### src/design/reset_ctrl_pkg.sv
package reset_ctrl_pkg;

  // ----------------------------------------------------------------
  // Widths
  // ----------------------------------------------------------------
  localparam int unsigned PIN_LEN_W   = 4;   // Width of pin_assert_length
  localparam int unsigned PULSE_CNT_W = 17;  // Holds 2^16 cycles (length 15)

  // ----------------------------------------------------------------
  // Values after power-up reset
  // ----------------------------------------------------------------
  localparam logic [PIN_LEN_W-1:0] PIN_LEN_RESET       = 4'h0;
  localparam logic                 USER_EN_RESET       = 1'b1;
  localparam logic                 IRQ_EN_RESET        = 1'b0;
  localparam logic                 PIN_DRIVE_LEVEL     = 1'b0;  // Pin is pulled low
  localparam logic                 SYNC_RESET_LEVEL    = 1'b1;  // Pin idles high
  localparam logic [PULSE_CNT_W-1:0] PULSE_CNT_RESET   = 17'h0_0000;

  // ----------------------------------------------------------------
  // Reset state manager states
  // ----------------------------------------------------------------
  typedef enum logic [1:0] {
    ST_POWERUP,
    ST_RUN,
    ST_USER_RST,
    ST_SW_RST
  } rst_state_t;

  // Pin assertion length in slow-clock cycles: 2^(length+1)
  function automatic logic [PULSE_CNT_W-1:0] pulse_cycles(
    input logic [PIN_LEN_W-1:0] len
  );
    logic [PULSE_CNT_W-1:0] one;
    one          = 17'h0_0001;
    // Widen before adding so the longest length does not wrap to zero
    pulse_cycles = one << ({1'b0, len} + 5'h01);
  endfunction

endpackage

### src/design/pin_pulse_gen.sv
`timescale 1ns/1ps
module pin_pulse_gen
  import reset_ctrl_pkg::*;
(
  input  wire logic                            i_clock,   // Slow clock
  input  wire logic                            i_rst,     // Async reset, high
  input  wire logic                            i_req,     // Start a pin pulse
  input  wire logic [reset_ctrl_pkg::PIN_LEN_W-1:0] i_length, // Programmed length
  output logic                                 o_busy     // Pin being driven
);
  import reset_ctrl_pkg::*;

  logic                   busy_q;
  logic [PULSE_CNT_W-1:0] cnt_q;

  // ----------------------------------------------------------------
  // Pulse counter
  // ----------------------------------------------------------------
  // timed pin drive
  // A request while busy is ignored so a pulse is never cut short.
  always_ff @(posedge i_clock or posedge i_rst) begin
    if (i_rst) begin
      busy_q <= 1'b0;
      cnt_q  <= PULSE_CNT_RESET;
    end else if (!busy_q) begin
      if (i_req) begin
        busy_q <= 1'b1;
        cnt_q  <= pulse_cycles(i_length) - 17'h0_0001;
      end
    end else if (cnt_q == PULSE_CNT_RESET) begin
      busy_q <= 1'b0;
    end else begin
      cnt_q <= cnt_q - 17'h0_0001;
    end
  end

  assign o_busy = busy_q;
endmodule

### src/design/reset_controller_pin_manager.sv
`timescale 1ns/1ps
module reset_controller_pin_manager
  import reset_ctrl_pkg::*;
(
  input  wire logic                            i_clock,             // Slow clock
  input  wire logic                            i_rst,               // Power-up reset
  input  wire logic                            i_cfg_write,         // Mode write strobe
  input  wire logic [reset_ctrl_pkg::PIN_LEN_W-1:0] i_pin_assert_length, // New length
  input  wire logic                            i_user_reset_enable, // New enable
  input  wire logic                            i_user_reset_irq_enable, // New irq en
  input  wire logic                            i_sw_reset_req,      // Software reset
  input  wire logic                            i_status_read,       // Status read pulse
  input  wire logic                            i_pin_in,            // Pad level
  output logic                                 o_pin_out,           // Pad drive value
  output logic                                 o_pin_oe,            // Pad drive enable
  output logic                                 o_proc_rst_n,        // Processor reset
  output logic                                 o_watchdog_rst_n,    // Watchdog reset
  output logic                                 o_periph_rst_n,      // Peripheral reset
  output logic [reset_ctrl_pkg::PIN_LEN_W-1:0] o_pin_assert_length, // Mode readback
  output logic                                 o_user_reset_enable, // Mode readback
  output logic                                 o_user_reset_irq_enable, // Readback
  output logic                                 o_pin_level_status,  // Pin level
  output logic                                 o_user_reset_seen_flag, // Sticky flag
  output logic                                 o_user_reset_irq     // Interrupt level
);
  import reset_ctrl_pkg::*;

  logic [PIN_LEN_W-1:0] len_q;
  logic                 user_en_q;
  logic                 irq_en_q;
  logic                 sync1_q;
  logic                 sync2_q;
  logic                 startup_q;
  rst_state_t           state_q;
  rst_state_t           state_d;
  logic                 pin_req;
  logic                 pin_busy;
  logic                 own_drive;
  logic                 ext_low;
  logic                 rst_n_q;
  logic                 flag_q;
  logic                 irq_q;

  // ----------------------------------------------------------------
  // Mode register
  // ----------------------------------------------------------------
  // only power-up clears
  // Reset only by the power-up reset; the core resets made here never
  // reach it, so settings outlive every processor or software reset.
  always_ff @(posedge i_clock or posedge i_rst) begin
    if (i_rst) begin
      len_q     <= PIN_LEN_RESET;
      user_en_q <= USER_EN_RESET;
      irq_en_q  <= IRQ_EN_RESET;
    end else if (i_cfg_write) begin
      len_q     <= i_pin_assert_length;
      user_en_q <= i_user_reset_enable;
      irq_en_q  <= i_user_reset_irq_enable;
    end
  end

  assign o_pin_assert_length     = len_q;
  assign o_user_reset_enable     = user_en_q;
  assign o_user_reset_irq_enable = irq_en_q;

  // ----------------------------------------------------------------
  // Pin input synchroniser
  // ----------------------------------------------------------------
  // two-flop sync
  // The pad is asynchronous to the slow clock; only sync2_q is used.
  always_ff @(posedge i_clock or posedge i_rst) begin
    if (i_rst) begin
      sync1_q <= SYNC_RESET_LEVEL;
      sync2_q <= SYNC_RESET_LEVEL;
    end else begin
      sync1_q <= i_pin_in;
      sync2_q <= sync1_q;
    end
  end

  assign o_pin_level_status = sync2_q;

  // ----------------------------------------------------------------
  // Pin manager
  // ----------------------------------------------------------------
  // drive request
  // One request after power-up, one per accepted software reset.
  assign pin_req = startup_q | ((state_q == ST_RUN) & i_sw_reset_req);

  always_ff @(posedge i_clock or posedge i_rst) begin
    if (i_rst) begin
      startup_q <= 1'b1;
    end else begin
      startup_q <= 1'b0;
    end
  end

  pin_pulse_gen u_pulse (
    .i_clock  (i_clock),
    .i_rst    (i_rst),
    .i_req    (pin_req),
    .i_length (len_q),
    .o_busy   (pin_busy)
  );

  // pin is output only while pulsing
  assign o_pin_out = PIN_DRIVE_LEVEL;
  assign o_pin_oe  = pin_busy;

  // mask own drive
  // The synchroniser lags the pad by two edges, so the pin still reads
  // low just after release; the power-up and software states stay
  // masked until the pin is seen high again.
  assign own_drive = pin_busy | (state_q == ST_POWERUP) | (state_q == ST_SW_RST);
  assign ext_low   = ~sync2_q & ~own_drive;

  // ----------------------------------------------------------------
  // Reset state manager
  // ----------------------------------------------------------------
  always_comb begin
    state_d = state_q;
    case (state_q)
      ST_POWERUP: begin
        if (!startup_q && !pin_busy && sync2_q) begin
          state_d = ST_RUN;
        end
      end
      ST_RUN: begin
        if (i_sw_reset_req) begin
          state_d = ST_SW_RST;
        end else if (ext_low && user_en_q && !irq_en_q) begin
          state_d = ST_USER_RST;
        end
      end
      ST_USER_RST: begin
        if (sync2_q) begin
          state_d = ST_RUN;
        end
      end
      ST_SW_RST: begin
        if (!pin_busy && sync2_q) begin
          state_d = ST_RUN;
        end
      end
      default: begin
        state_d = ST_POWERUP;
      end
    endcase
  end

  always_ff @(posedge i_clock or posedge i_rst) begin
    if (i_rst) begin
      state_q <= ST_POWERUP;
    end else begin
      state_q <= state_d;
    end
  end

  always_ff @(posedge i_clock or posedge i_rst) begin
    if (i_rst) begin
      rst_n_q <= 1'b0;
    end else begin
      rst_n_q <= (state_d == ST_RUN);
    end
  end

  assign o_proc_rst_n     = rst_n_q;
  assign o_watchdog_rst_n = rst_n_q;
  assign o_periph_rst_n   = rst_n_q;

  // ----------------------------------------------------------------
  // Status flag and interrupt
  // ----------------------------------------------------------------
  // set wins over read
  always_ff @(posedge i_clock or posedge i_rst) begin
    if (i_rst) begin
      flag_q <= 1'b0;
    end else if (ext_low) begin
      flag_q <= 1'b1;
    end else if (i_status_read) begin
      flag_q <= 1'b0;
    end
  end

  assign o_user_reset_seen_flag = flag_q;

  always_ff @(posedge i_clock or posedge i_rst) begin
    if (i_rst) begin
      irq_q <= 1'b0;
    end else begin
      irq_q <= irq_en_q & (flag_q | ext_low) & ~(i_status_read & ~ext_low);
    end
  end

  assign o_user_reset_irq = irq_q;

  // Helper: length of each pin pulse and length requested for it
  logic [PULSE_CNT_W-1:0] drive_cnt_q;
  logic [PIN_LEN_W-1:0]   req_len_q;
  always_ff @(posedge i_clock or posedge i_rst) begin
    if (i_rst) begin
      drive_cnt_q <= PULSE_CNT_RESET;
      req_len_q   <= PIN_LEN_RESET;
    end else begin
      drive_cnt_q <= pin_busy ? drive_cnt_q + 17'h0_0001 : PULSE_CNT_RESET;
      if (pin_req && !pin_busy) begin
        req_len_q <= len_q;
      end
    end
  end
endmodule

### config.mk
export PLATFORM = sky130hd
export DESIGN_NAME = reset_controller_pin_manager
export DESIGN_NICKNAME = d
export VERILOG_FILES = /design/src/design/reset_ctrl_pkg.sv /design/src/design/pin_pulse_gen.sv /design/src/design/reset_controller_pin_manager.sv
export SDC_FILE = /design/constraint.sdc
export NUM_CORES = 1
export LEC_CHECK = 0
export BUFFER_PORTS_ARGS = -buffer_cell sky130_fd_sc_hd__buf_2
export CORE_MARGIN = 2
export CORE_UTILIZATION = 54
export CTS_BUF_LIST = sky130_fd_sc_hd__clkbuf_4 sky130_fd_sc_hd__clkbuf_8
export DETAILED_ROUTE_END_ITERATION = 10
export PLACE_DENSITY = 0.78
export SYNTH_ARGS = -nofsm -noshare
export SYNTH_HDL_FRONTEND = slang
export SYNTH_SLANG_ARGS = --single-unit
### constraint.sdc
create_clock -name i_clock -period 2.6 [get_ports i_clock]
set_clock_uncertainty 0.05 [all_clocks]
set_input_delay 0.52 -clock i_clock [delete_from_list [all_inputs] [get_ports i_clock]]
set_output_delay 0.52 -clock i_clock [all_outputs]
set_load 0.05 [all_outputs]
=== Word level (Yosys, flattened, before mapping) ===
Index checks and enable logic that the tools add are counted.

* Mux-type cells: 14
* Shift operators: 1
* Add/sub/neg operators: 3
* Equality and inequality tests: 5
* Reductions and logical operators: 13
* Bitwise gates (word level): 13

{| class="wikitable"
|+ Operators with widths
! cell !! number
|-
| 17-bit two-way mux || 3
|-
| 17-bit by 1-bit subtractor with 17-bit output, second input constant || 2
|-
| 17-bit logical NOT || 1
|-
| 1-bit by 5-bit left shift with 17-bit output, first input constant || 1
|-
| 2-bit two-way mux || 5
|-
| 2-bit case mux with 4 select lines || 1
|-
| 4-bit by 1-bit adder with 5-bit output, second input constant || 1
|-
| 1-bit bitwise AND || 5
|-
| 1-bit logical AND || 5
|-
| 1-bit two-way mux || 5
|-
| 2-bit by 1-bit == test with 1-bit output, second input constant || 2
|-
| 2-bit == test, second input constant || 2
|-
| 1-bit NOT || 4
|-
| 1-bit bitwise OR || 4
|-
| 2-bit nonzero test || 2
|-
| 1-bit logical NOT || 3
|-
| 2-bit logical NOT || 1
|-
| 2-bit != test, second input constant || 1
|-
| 2-bit AND reduction || 1
|}

* Flip-flop bits (word level): 32
* Logic and storage cells: 61
* Output and inout bits: 14

=== Longest topological paths before layout ===
* Depth after elaboration: 11
* Depth in mapped cells: 11
* Mapped depth without buffers: 7

=== Cells and area by module ===
From an unflattened synthesis, not the netlist that was laid out.

* Cell total of the unflattened synthesis: 222
* Area, all modules: 2090.8 sq um

{| class="wikitable"
|+ Modules (own cells, without submodules)
! module !! area an instance (sq um) !! cells each !! instances
|-
| pin_pulse_gen || 1503.9 || 177 || 1
|-
| reset_controller_pin_manager || 586.8 || 45 || 1
|}

=== Worst setup path before layout ===
No wires, ideal clock.

* Path type: register to register
* Start: register u_pulse.busy_q, in the netlist u_pulse.o_busy
* End: register u_pulse.cnt_q[12]
* Setup time: 0.104 ns
* Path slack: -0.239 ns
* Stages on the path, launching flop included: 12
* Arrival: 2.685 ns
* Period minus slack after synthesis: 2.839 ns
* Cells stage by stage: dfrtp_1 > buf_2 > buf_2 > clkbuf_1 > buf_1 > a22oi_1 > ha_1 > nand4_1 > buf_4 > nor3_4 > xnor2_1 > o311ai_1

* Word-level cells in the longest chain between the ends: 2
* Elaborated cells on any way between the ends: 4
* Classes of those cells: eq/ne: 1; mux: 1; reduce/logical: 2

{| class="wikitable"
|+ RTL lines
! element !! RTL line !! source
|-
| start: declaration || pin_pulse_gen.sv:13 || <nowiki>logic busy_q;</nowiki>
|-
| start signal: assignment || pin_pulse_gen.sv:23 || <nowiki>busy_q <= 1'b0;</nowiki>
|-
| start signal: assignment || pin_pulse_gen.sv:27 || <nowiki>busy_q <= 1'b1;</nowiki>
|-
| start signal: assignment || pin_pulse_gen.sv:31 || <nowiki>busy_q <= 1'b0;</nowiki>
|-
| 2-bit != test (no source line) or 2-bit nonzero test (tied branches) || -- ||
|-
| 2-bit AND reduction (no source line) || -- ||
|-
| end signal: assignment || pin_pulse_gen.sv:28 || <nowiki>cnt_q <= pulse_cycles(i_length) - 17'h0_0001;</nowiki>
|-
| end signal: assignment || pin_pulse_gen.sv:33 || <nowiki>cnt_q <= cnt_q - 17'h0_0001;</nowiki>
|-
| end: declaration || pin_pulse_gen.sv:14 || <nowiki>logic [PULSE_CNT_W-1:0] cnt_q;</nowiki>
|}

Parallel ways exist; a longest one is shown, timed or not.
A chain may end at the register's enable or synchronous reset.

=== Worst setup path after layout ===
* Start: register len_q[2], in the netlist o_pin_assert_length[2]
* End: register u_pulse.cnt_q[11]

* Word-level cells in the longest chain between the ends: 5

{| class="wikitable"
|+ RTL lines
! element !! RTL line !! source
|-
| start: declaration || reset_controller_pin_manager.sv:28 || <nowiki>logic [PIN_LEN_W-1:0] len_q;</nowiki>
|-
| start signal: assignment || reset_controller_pin_manager.sv:56 || <nowiki>len_q <= i_pin_assert_length;</nowiki>
|-
| 4-bit by 1-bit adder with 5-bit output || reset_ctrl_pkg.sv:36 || <nowiki>pulse_cycles = one << ({1'b0, len} + 5'h01);</nowiki>
|-
| 1-bit by 5-bit left shift with 17-bit output || reset_ctrl_pkg.sv:36 ||
|-
| 17-bit by 1-bit subtractor with 17-bit output || pin_pulse_gen.sv:28 ||
|-
| 17-bit two-way mux || pin_pulse_gen.sv:26 || <nowiki>if (i_req) begin</nowiki>
|-
| 17-bit two-way mux || pin_pulse_gen.sv:25 || <nowiki>end else if (!busy_q) begin</nowiki>
|}

Every way passes these cells. The select of a mux whose other input is x is not followed.

==> results.md <==
- Outcome: completed
- Chip height: between 60 and 70 um
- Synth unique cells: 60
- Post-CTS setup buffers: 0
- Slew at the pin closest to its max-slew limit: around 0.56 ns
- Final setup violation count: 0
- CP required: ~2.7 ns
- Core area: ~3600 sq um
- Synth warn: 0
- Vias: between 1,500 and 2,000
- Sw Share: 0.400
- Tmin final: between 2 and 2.5 ns
- Die area: approximately 4200 sq um
- RSZ-0062 raised after global routing: false
- Commonest cells in the netlist: dfrtp_1, nand2_1, o21ai_0
- Cell Area, Synth: about 2000 sq um
- # IOs: 26
- Power density cells: 898 nW/um^2
- Cts hold-fix bufs: 0
- Clock transition at path regs: about 0.060 ns
- Critical path peak fanout: 9
- Comb pwr share: 0.408
- H-Tree Depth: 2
- R2r worst-path depth: 7
- Post-layout net count: between 200 and 250
- Initial core utilization: 0.556
- Maximum buffer depth of the clock tree: 2
- Crit start category: flip-flop
- Top post-synthesis cells by area: dfrtp_1, dfstp_2, nand2_1, o21ai_0, mux2_2
- Fin Setup TNS: 0 ns
- Clk root buf: clkbuf_8
- Layout area overhead: 12.9%
- ANT nets after route: 0
- Cts bufs inserted: 5
- Number of global-route vias before repair: 1,561
- EDFF count, synth: 0
- Hold slack final: approximately 0.18 ns
- Worst-skew pair later-pin latency: 0.29 ns
- Reg-to-reg critical path endpoint: u_pulse.cnt_q[11]
- DRT Wirelength: roughly 4400 um
- 1st-pass router iterations: 4
- CTS tree: yes
- Int Pwr: 0.00122 W
- Antenna diodes: 0
- Worst r2r src: o_pin_assert_length[2]
- Normalized max-slew margin: 0.621
- Detailed placer's ending HPWL: about 3200 um
- DR WL/cell: approximately 15 um
- Synth Instances: between 200 and 250
- Leak: about 0.95 nW
- First-pass GRT wire length: about 7500 um
- Syn_area_per_cell: approximately 9.5 sq um
- Seq/Total Area, Yosys: 0.402
- Crit path kind: reg2reg
- Setup slack, reg-to-reg: 0.33 ns
- FFs w/ async S/R, synth: 1.00
- Maximum VDD drop: ~0.52 mV
- Final Hold Viols: 0
- Resized cells post-CTS: 0
- Crit path arrival time: roughly 2.4 ns
- Initial DRC count: about 130
- Register bit total from synthesis: 32
- Hold WC Path Type: in2async
- Seq pwr share: 0.392
- Largest net degree at the start of global routing: 26
- Max capacitance violation total: 0
- Row Count: 22
- IO Port Bufs: 24
- Max frequency: between 400 and 500 MHz
- Initial antenna violation count: 0
- Fillers: roughly 310
- Clock Sinks: 32
- Routability congestion estimate: 0.930
- # DRC: 0
- Leading area contributor after synthesis: dfrtp_1
- Period utilization: 0.875
- Max Slew Vio Count: 0
- DR vias/cell: between 5 and 6
- Area of the multi-input gates: about 1100 sq um
- Switching pwr: between 0.0008 and 0.0009 W
- Clock power share: 0.200
- Aggregate global routing overflow: 0
- Crit end category: flip-flop
- Post-synth top area share: 0.350
- Layout cells sized above 1: 0.275
- Register Area: slightly above 800 sq um
- Total track usage: 0.237
- Synth Flop Type: dfrtp_1
- Most frequent cell after synthesis: dfrtp_1
- Die Width: ~65 um
[routing by layer]
layer / wire, um / track usage / share of wire
met3: 143 / 0.0625 / 0.033
met2: 2220 / 0.394 / 0.51
met5: 0 / 0 / 0
met4: 42 / 0.0718 / 0.0096
met1: 1980 / 0.301 / 0.45
[layout by cell type, fill, tap and decap left out, drive strengths merged, types with 3 or more instances in the layout]
| cell type | n |
|---|---|
| a21oi | 7 |
| and2 | 4 |
| buf | 32 |
| clkbuf | 7 |
| dfrtp | 28 |
| dfstp | 4 |
| inv | 7 |
| mux2 | 6 |
| mux2i | 4 |
| nand2 | 28 |
| nand2b | 5 |
| nor2 | 11 |
| nor3 | 7 |
| nor3b | 3 |
| nor4 | 5 |
| o21a | 3 |
| o21ai | 15 |
| o31a | 5 |
| o31ai | 3 |
| or3 | 3 |
| xnor2 | 7 |
| xor2 | 4 |
[layout make-up]
class / count / area share
Tap cell: 48 / 0.0265
Clock inverter: 1 / 0.00332
Multi-Input combinational cell: 157 / 0.482
Sequential cell: 32 / 0.357
Inverter: 7 / 0.0116
Clock buffer: 7 / 0.0398
Timing Repair Buffer: 32 / 0.0796
[registers in the layout, summed over array words and instances (netlist names)]
name,count
o_periph_rst_n,1
state_q,2
u_pulse.o_busy,1
o_user_reset_enable,1
o_user_reset_seen_flag,1
sync1_q,1
o_pin_level_status,1
o_user_reset_irq_enable,1
o_user_reset_irq,1
u_pulse.cnt_q,17
o_pin_assert_length,4
startup_q,1
[worst max-delay path, stage by stage (launching register included)]
cell,delay (ns)
dfrtp_1,0.49
buf_4,0.21
nor4b_2,0.52
o32ai_4,0.16
nand2_4,0.14
nor2_1,0.08
xor2_1,0.17
a221o_1,0.32
[power by group through the flow]
stage	Combinational, W	Clock, W	Sequential [W]
3_3_place_gp	0.000804	0	0.000794
3_5_place_dp	0.000825	0	0.000796
2_1_floorplan	0.000644	0	0.000805
6_report	0.000830	0.000406	0.000796
5_1_grt	0.000921	0.000434	0.000811
4_1_cts	0.000831	0.000416	0.000790
[metrics by stage]
step	power (W)	area (sq um)	setup WS (ns)	utilization	cells
global route	0.00216	2260	0.0609	0.627	284
global placement	0.00160	2160	0.367	0.600	276
detailed placement	0.00162	2160	0.318	0.600	276
finish	0.00203	2260	0.325	0.627	284
CTS	0.00204	2260	0.303	0.627	284
floorplan	0.00145	2020	0.0179	-	212
[worst max-delay path by stage]
stage | from | end | slack [ns] | depth (start not counted)
final | o_pin_assert_length[2] | u_pulse.cnt_q[11] | 0.33 | 7
after global routing | u_pulse.o_busy | u_pulse.cnt_q[9] | 0.06 | 7
after CTS | o_pin_assert_length[2] | u_pulse.cnt_q[11] | 0.30 | 7
after detailed placement | o_pin_assert_length[2] | u_pulse.cnt_q[11] | 0.32 | 7
after global placement | o_pin_assert_length[2] | u_pulse.cnt_q[11] | 0.37 | 7
after floorplan | u_pulse.o_busy | u_pulse.cnt_q[8] | 0.02 | 10
[kinds of logic (layout without fill, tap and decap cells)]
| logic type | count (synthesis) | in the layout | share of synthesized area |
|---|---|---|---|
| AOI/OAI and AO/OA | 56 | 56 | 0.212 |
| xor gates and xnor gates | 11 | 11 | 0.0481 |
| adders and majority gates | 1 | 1 | 0.00624 |
| buffers and inverters | 23 | 47 | 0.0568 |
| DFF | 32 | 32 | 0.402 |
| muxes | 10 | 10 | 0.0537 |
| other | 1 | 2 | 0.00187 |
| and+or+nand+nor | 77 | 77 | 0.219 |
Power figures use the tool's default switching activity.
